**src/reg_conv_pkg.sv**
```systemverilog
package reg_conv_pkg;

	localparam int DATA_W = 8;
	localparam int ADDR_W = 3;
	localparam int DBG_W = 2;
	localparam int STAT_W = 4;
	localparam int STATE_W = 3;

	// Register indices on the access port.
	localparam logic [ADDR_W-1:0] IDX_CTRL = 3'h0;
	localparam logic [ADDR_W-1:0] IDX_STATUS = 3'h1;
	localparam logic [ADDR_W-1:0] IDX_CMD = 3'h2;
	localparam logic [ADDR_W-1:0] IDX_FLAG_CLR = 3'h3;
	localparam logic [ADDR_W-1:0] IDX_FLAG_SET = 3'h4;
	localparam logic [ADDR_W-1:0] IDX_DEBUG = 3'h5;

	// Bits that are implemented; every other position is reserved.
	localparam logic [DATA_W-1:0] CTRL_MASK = 8'h7F;
	localparam logic [DATA_W-1:0] STATUS_MASK = 8'h7F;
	localparam logic [DATA_W-1:0] CMD_MASK = 8'h0F;
	localparam logic [DATA_W-1:0] FLAG_MASK = 8'h7F;
	localparam logic [DATA_W-1:0] DEBUG_MASK = 8'h03;

	// Reset values.
	localparam logic [DATA_W-1:0] CTRL_RST = 8'h00;
	localparam logic [DATA_W-1:0] CMD_RST = 8'h00;
	localparam logic [DATA_W-1:0] FLAG_RST = 8'h00;
	localparam logic [DBG_W-1:0] DEBUG_RST = 2'h0;
	localparam logic [DATA_W-1:0] RD_RST = 8'h00;

	// Field positions, upper index first.
	localparam int STAT_FLD_MSB = 3;
	localparam int STAT_FLD_LSB = 0;
	localparam int STATE_FLD_MSB = 6;
	localparam int STATE_FLD_LSB = 4;
	localparam int DBG_FLD_MSB = 1;
	localparam int DBG_FLD_LSB = 0;

	// Legal encodings of the read-only state field; codes above are reserved.
	localparam logic [STATE_W-1:0] STATE_LAST_LEGAL = 3'h4;
	localparam logic [STATE_W-1:0] STATE_FALLBACK = 3'h0;

	localparam logic [DATA_W-1:0] ZERO_WORD = 8'h00;

endpackage : reg_conv_pkg

```
**src/paired_bit_modify_registers_pair.sv**
```systemverilog
`timescale 1ns/1ps

module paired_bit_modify_registers_pair #(
	parameter int WIDTH = 8,
	parameter logic [WIDTH-1:0] RST_VAL = '0,
	parameter logic [WIDTH-1:0] MASK = '1
) (
	input wire logic core_clk,
	input wire logic reset_n,
	input wire logic soft_rst,
	input wire logic set_we,
	input wire logic [WIDTH-1:0] set_data,
	input wire logic clr_we,
	input wire logic [WIDTH-1:0] clr_data,
	output logic [WIDTH-1:0] state
);

	logic [WIDTH-1:0] state_reg;
	logic [WIDTH-1:0] state_next;
	wire [WIDTH-1:0] set_bits = set_we ? set_data : '0;
	wire [WIDTH-1:0] clr_bits = clr_we ? clr_data : '0;

	// Ones set, ones clear, zeros leave the bit alone.
	// The clear term is applied last so it wins a collision.
	assign state_next = soft_rst ? RST_VAL :
		((state_reg | set_bits) & ~clr_bits & MASK);

	always_ff @(posedge core_clk or negedge reset_n) begin
		if (!reset_n) begin
			state_reg <= RST_VAL;
		end else begin
			state_reg <= state_next;
		end
	end

	// One shared state is seen through both members.
	assign state = state_reg;

endmodule : paired_bit_modify_registers_pair

```
**src/reg_bank.sv**
```systemverilog
`timescale 1ns/1ps

// How it works
// - A read/write bit reads back what was last written to it.
// - A read-only bit shows live hardware state and ignores writes.
// - A write-only bit takes writes but its read value carries no meaning.
// - Every reserved bit position reads as zero whatever was written.
// - A read-only multi-bit field never shows a reserved encoding.
// - Power reset puts every register at its reset value.
// - Soft reset acts like power reset except on the debug, status and read data registers, which it leaves alone.
// - A one written to the clear member clears the shared bit.
// - A one written to the set member sets the shared bit.
// - Both members of a set/clear pair read the same shared value.
// - A set and a clear of one bit in the same cycle leaves it clear.
// - A field n:m is the contiguous bits n down to m, n most significant.
module reg_bank (
	input wire logic core_clk,
	input wire logic reset_n,
	input wire logic soft_reset,
	input wire logic wr0_en,
	input wire logic [reg_conv_pkg::ADDR_W-1:0] wr0_addr,
	input wire logic [reg_conv_pkg::DATA_W-1:0] wr0_data,
	input wire logic wr1_en,
	input wire logic [reg_conv_pkg::ADDR_W-1:0] wr1_addr,
	input wire logic [reg_conv_pkg::DATA_W-1:0] wr1_data,
	input wire logic rd_en,
	input wire logic [reg_conv_pkg::ADDR_W-1:0] rd_addr,
	input wire logic [reg_conv_pkg::STAT_W-1:0] hw_status,
	input wire logic [reg_conv_pkg::STATE_W-1:0] hw_state,
	output logic [reg_conv_pkg::DATA_W-1:0] rd_data,
	output logic rd_valid,
	output logic [reg_conv_pkg::DATA_W-1:0] ctrl_out,
	output logic [reg_conv_pkg::DATA_W-1:0] flags_out,
	output logic [reg_conv_pkg::DBG_W-1:0] debug_out,
	output logic [reg_conv_pkg::DATA_W-1:0] cmd_out,
	output logic cmd_strobe
);

	import reg_conv_pkg::*;

	logic [DATA_W-1:0] ctrl_reg;
	logic [DATA_W-1:0] ctrl_next;
	logic [DATA_W-1:0] status_reg;
	logic [DATA_W-1:0] status_next;
	logic [DATA_W-1:0] cmd_reg;
	logic [DATA_W-1:0] cmd_next;
	logic cmd_strobe_reg;
	logic cmd_strobe_next;
	logic [DBG_W-1:0] debug_reg;
	logic [DBG_W-1:0] debug_next;
	logic [DATA_W-1:0] rd_data_reg;
	logic [DATA_W-1:0] rd_data_next;
	logic rd_valid_reg;
	logic [DATA_W-1:0] flag_state;

	// Address decode of both write ports.
	wire wr0_ctrl = wr0_en && (wr0_addr == IDX_CTRL);
	wire wr1_ctrl = wr1_en && (wr1_addr == IDX_CTRL);
	wire wr0_cmd = wr0_en && (wr0_addr == IDX_CMD);
	wire wr1_cmd = wr1_en && (wr1_addr == IDX_CMD);
	wire wr0_dbg = wr0_en && (wr0_addr == IDX_DEBUG);
	wire wr1_dbg = wr1_en && (wr1_addr == IDX_DEBUG);
	wire wr0_set = wr0_en && (wr0_addr == IDX_FLAG_SET);
	wire wr1_set = wr1_en && (wr1_addr == IDX_FLAG_SET);
	wire wr0_clr = wr0_en && (wr0_addr == IDX_FLAG_CLR);
	wire wr1_clr = wr1_en && (wr1_addr == IDX_FLAG_CLR);

	// Both ports may hit one member; their ones are merged.
	wire flag_set_we = wr0_set || wr1_set;
	wire flag_clr_we = wr0_clr || wr1_clr;
	wire [DATA_W-1:0] flag_set_data =
		(wr0_set ? wr0_data : ZERO_WORD) | (wr1_set ? wr1_data : ZERO_WORD);
	wire [DATA_W-1:0] flag_clr_data =
		(wr0_clr ? wr0_data : ZERO_WORD) | (wr1_clr ? wr1_data : ZERO_WORD);

	// Port 1 wins when both ports write the same plain register.
	wire [DATA_W-1:0] ctrl_wdata = wr1_ctrl ? wr1_data : wr0_data;
	wire [DATA_W-1:0] cmd_wdata = wr1_cmd ? wr1_data : wr0_data;
	wire [DATA_W-1:0] dbg_wdata = wr1_dbg ? wr1_data : wr0_data;
	wire ctrl_we = wr0_ctrl || wr1_ctrl;
	wire cmd_we = wr0_cmd || wr1_cmd;
	wire dbg_we = wr0_dbg || wr1_dbg;

	// Control register stores writes with reserved bits forced low.
	assign ctrl_next = soft_reset ? CTRL_RST :
		(ctrl_we ? (ctrl_wdata & CTRL_MASK) : ctrl_reg);

	// Reserved state codes are replaced by a legal one.
	wire state_legal = (hw_state <= STATE_LAST_LEGAL);
	wire [STATE_W-1:0] state_shown =
		state_legal ? hw_state : STATE_FALLBACK;

	// Status follows hardware only; no write port reaches it.
	always_comb begin
		status_next = ZERO_WORD;
		status_next[STAT_FLD_MSB:STAT_FLD_LSB] = hw_status;
		status_next[STATE_FLD_MSB:STATE_FLD_LSB] = state_shown;
		status_next = status_next & STATUS_MASK;
	end

	// Command register is write-only and emits a one-cycle strobe.
	assign cmd_next = soft_reset ? CMD_RST :
		(cmd_we ? (cmd_wdata & CMD_MASK) : cmd_reg);
	assign cmd_strobe_next = cmd_we && !soft_reset;

	// Debug control survives a soft reset.
	assign debug_next = dbg_we ?
		dbg_wdata[DBG_FLD_MSB:DBG_FLD_LSB] : debug_reg;

	paired_bit_modify_registers_pair #(
		.WIDTH(DATA_W),
		.RST_VAL(FLAG_RST),
		.MASK(FLAG_MASK)
	) u_flags (
		.core_clk(core_clk),
		.reset_n(reset_n),
		.soft_rst(soft_reset),
		.set_we(flag_set_we),
		.set_data(flag_set_data),
		.clr_we(flag_clr_we),
		.clr_data(flag_clr_data),
		.state(flag_state)
	);

	// Read selection; write-only and unmapped addresses read zero.
	wire [DATA_W-1:0] debug_word = {{(DATA_W-DBG_W){1'b0}}, debug_reg};
	wire rd_is_flag = (rd_addr == IDX_FLAG_SET) || (rd_addr == IDX_FLAG_CLR);
	assign rd_data_next =
		!rd_en ? rd_data_reg :
		(rd_addr == IDX_CTRL) ? ctrl_reg :
		(rd_addr == IDX_STATUS) ? status_reg :
		rd_is_flag ? (flag_state & FLAG_MASK) :
		(rd_addr == IDX_DEBUG) ? (debug_word & DEBUG_MASK) :
		ZERO_WORD;

	always_ff @(posedge core_clk or negedge reset_n) begin
		if (!reset_n) begin
			ctrl_reg <= CTRL_RST;
			status_reg <= ZERO_WORD;
			cmd_reg <= CMD_RST;
			cmd_strobe_reg <= 1'b0;
			debug_reg <= DEBUG_RST;
		end else begin
			ctrl_reg <= ctrl_next;
			status_reg <= status_next;
			cmd_reg <= cmd_next;
			cmd_strobe_reg <= cmd_strobe_next;
			debug_reg <= debug_next;
		end
	end

	always_ff @(posedge core_clk or negedge reset_n) begin
		if (!reset_n) begin
			rd_data_reg <= RD_RST;
			rd_valid_reg <= 1'b0;
		end else begin
			rd_data_reg <= rd_data_next;
			rd_valid_reg <= rd_en;
		end
	end

	assign rd_data = rd_data_reg;
	assign rd_valid = rd_valid_reg;
	assign ctrl_out = ctrl_reg;
	assign flags_out = flag_state;
	assign debug_out = debug_reg;
	assign cmd_out = cmd_reg;
	assign cmd_strobe = cmd_strobe_reg;

endmodule : reg_bank

```
**config.mk**
```make
export PLATFORM = sky130hd
export DESIGN_NAME = reg_bank
export DESIGN_NICKNAME = d
export VERILOG_FILES = /design/src/reg_conv_pkg.sv /design/src/paired_bit_modify_registers_pair.sv /design/src/reg_bank.sv
export SDC_FILE = /design/constraint.sdc
export NUM_CORES = 1
export LEC_CHECK = 0
export ABC_AREA = 0
export BUFFER_PORTS_ARGS = -buffer_cell sky130_fd_sc_hd__buf_2
export CAP_MARGIN = 30
export CORE_MARGIN = 8
export CORE_UTILIZATION = 44
export CTS_CLUSTER_SIZE = 40
export DETAILED_ROUTE_END_ITERATION = 10
export PLACE_DENSITY = 0.74
export SLEW_MARGIN = 20
export SYNTH_ARGS = -nofsm -noshare
export SYNTH_HDL_FRONTEND = slang
export SYNTH_SLANG_ARGS = --single-unit
```
**constraint.sdc**
```tcl
create_clock -name core_clk -period 1.1 [get_ports core_clk]
set_input_delay 0.33 -clock core_clk [delete_from_list [all_inputs] [get_ports core_clk]]
set_output_delay 0.33 -clock core_clk [all_outputs]
set_load 0.02 [all_outputs]
```
==> impl_metrics.csv <==
group,metric,value,unit
run_status,status,"complete, but fails checks",
run_status,violations,"negative setup slack",
placement,placed_area,2390,sq um
logic_synthesis,synth_area_leader_cell,"dfrtp_1",
die,fp-row-count,24,
logic_synthesis,synthCells,183,
clocking,clock_sinks,36,
logic_synthesis,ys_top_cells_by_count,"dfrtp_1, nor2_1, mux2i_1, a211oi_1",
die,initial_core_util,44.9,%
sta,finalWorstSetupSlack,-0.178,ns
logic_synthesis,ys_types,36,
drt,vias,1877,
final_layout,antenna_cells,0,
critical_path,cp_common_cell,"buf_6",
drt,drcViolationCount,0,
logic_synthesis,yosysMostFrequentCell,"dfrtp_1",
logic_synthesis,synth-seq-area-share,47.1,%
drt,drt_iter0_markers,108,
placement,place_congestion,0.850,
critical_path,max_stage_delay,0.41,ns
critical_path,path_max_fanout,3,
final_layout,drive_gt1_share,48.6,%
power,switching_share,28.3,%
sta,tns,-2.30,ns
critical_path,worst_setup_path_end_kind,"primary output",
placement,port_buffers,64,
sta,finClkSkew,0.00352,ns
power,peakVddDrop,0.709,mV
sta,rsz0062_at_grt,"true",
critical_path,cp.arrival,0.95,ns
critical_path,cp_slowest_cell,"dfrtp_2",
critical_path,crit_family,"flip-flops",
critical_path,r2r_start,"u_flags.state[0]$_DFF_PN0_",
critical_path,startpoint_type,"flop",
worst_hold_path,hp-class,"primary input to flop",
die,fp.dieH,82.0,um
power,totalPowerFinal,3.56,mW
grt,grt_remaining_overflow,0,
run,max_cap_viol_count,0,
clocking,path_clk_slew,0.07,ns
clocking,worstSkewPairLatency,0.29,ns
logic_synthesis,synth-seq-cells,36,
die,die-area,6720,sq um
drt,via_per_inst,5.46,
placement,dp.final_hpwl,4.02,mm
sta,period_share,116,%
die,core,4260,sq um
drt,wire_per_inst,17.5,um
logic_synthesis,synth_edf_count,0,
power,comb_power_share,25.6,%
critical_path,crit_chain,"buf_6, buf_6",
clocking,cts_buffer_depth,2,
logic_synthesis,syn_area,1910,sq um
die,die_w,82.0,um
drt,wirelength,6.03,mm
sta,period_minus_slack,1.28,ns
logic_synthesis,synthTopCellsByArea,"dfrtp_1, mux2i_1, nor2_1",
final_layout,fin_nets,329,
logic_synthesis,synthArstFlopShare,100,%
power,power.switching,1.01,mW
grt,grt_pass1_vias,1874,
critical_path,worstPathRequired,0.77,ns
drt,firstDrtPassIters,4,
drt,ant_nets,0,
die,io_pins,74,
power,power.share.clock,32.8,%
logic_synthesis,postSynthAreaPerCell,10.5,sq um
power,p_leak,1.47,nW
grt,grt_max_degree,37,
logic_synthesis,synthFlopType,"dfrtp_1",
sta,final_hold_viol_count,0,
final_layout,syn2layout_area_growth,58.2,%
grt,grt_pass1_wl,8.73,mm
critical_path,worst-path-buf-inv,2,
power,power_density,1170,nW/um^2
final_layout,fin_cells,344,
grt,antenna_found_initial,0,
grt,grt_usage,17.0,%
placement,pre_cts_ws,-0.285,ns
sta,clock.fmax,0.783,GHz
clocking,cts-root-buf,"clkbuf_8",
critical_path,crit_start,"u_flags.state[0]$_DFF_PN0_",
worst_hold_path,hp-start,"hw_status[3]",
sta,drv_slew,0,
logic_synthesis,synth_top_area_share,47.1,%
clocking,cts_buffers,5,
power,power.internal,2.55,mW
clocking,h-tree-depth,2,
power,share_seq_of_total_power,41.6,%
clocking,cts_tree,"yes",
sta,setup_viol,33,
final_layout,design_area,3030,sq um
placement,dp_cells,304,
critical_path,crit_type,"flop to primary output",
logic_synthesis,synth.yosys.warnings,0,
[worst paths after layout]
kind	slack, ns	endpoint	cells after the start
min in group asynchronous	0.51	ctrl_out[1]$_DFFE_PN0P_	3
setup / recovery	-0.18	flags_out[0]	2
hold reg to reg	0.56	rd_data[1]$_DFFE_PN0P_	2
setup reg to reg	-0.08	rd_data[0]$_DFFE_PN0P_	4
max in group asynchronous	0.37	u_flags.state[0]$_DFF_PN0_	3
hold / removal	0.14	status_reg[3]$_DFF_PN0_	1
[cell families after synthesis]
kind of cell,count (synthesis),share of synthesized area (%)
AND/OR/NAND/NOR,55,15.7
AO/OA/AOI/OAI,50,19.6
flip-flops,36,47.1
buffers and inverters,22,7.45
multiplexers,19,10.0
other,1,0.196
[repair_timing]
| action | CTS | global route |
|---|---|---|
| hold buffers | 1 | 0 |
| endpoints found under the hold margin | 36 | 0 |
| gates resized for setup | 62 | 22 |
| setup endpoints to repair | 31 | 48 |
| setup buffers | 22 | 9 |
| pin swaps | 2 | 14 |
[layer usage]
metal  up-vias  GRT usage (%)  share of wire [%]  wire [um]
met3         9           5.25                6.5        393
met5         -              0                  0          0
met4         0           5.96                1.6         95
li1        890              -                  -          -
met2        65           28.7                 51       3070
met1       913           20.0                 41       2470
[power groups by stage]
stage	clock [mW]	combinational [mW]	sequential (mW)
5_1_grt	1.22	0.972	1.49
4_1_cts	1.17	0.843	1.48
6_report	1.17	0.909	1.48
3_5_place_dp	0	0.646	1.50
3_3_place_gp	0	0.632	1.49
2_1_floorplan	0	0.281	1.58
[final cells by class]
cell class / count / area [sq um]
fillers: 316 / 1240
repair buffers: 114 / 967
well taps: 52 / 65.1
clock buffers: 6 / 72.6
inverters: 3 / 11.3
multi-input cells: 131 / 973
clock inverters: 2 / 35.0
flip-flops and latches: 36 / 903
[layout by cell type, fill, tap and decap left out, types with 7 or more instances in the layout]
cell and instances:
a221o_1 7, nor2_1 28, buf_2 33, a211oi_1 11, nand2_1 7, dfrtp_1 34
a31oi_1 7, buf_6 39, buf_4 37, conb_1 7, mux2i_1 18
[stage by stage]
stage | util [%] | hold WS [ns]
2_1_floorplan | - | 0.0344
3_3_place_gp | 56.0 | 0.304
3_5_place_dp | 56.0 | 0.307
4_1_cts | 67.3 | 0.137
5_1_grt | 71.0 | 0.133
6_report | 71.0 | 0.138
Power figures use the tool's default switching activity.
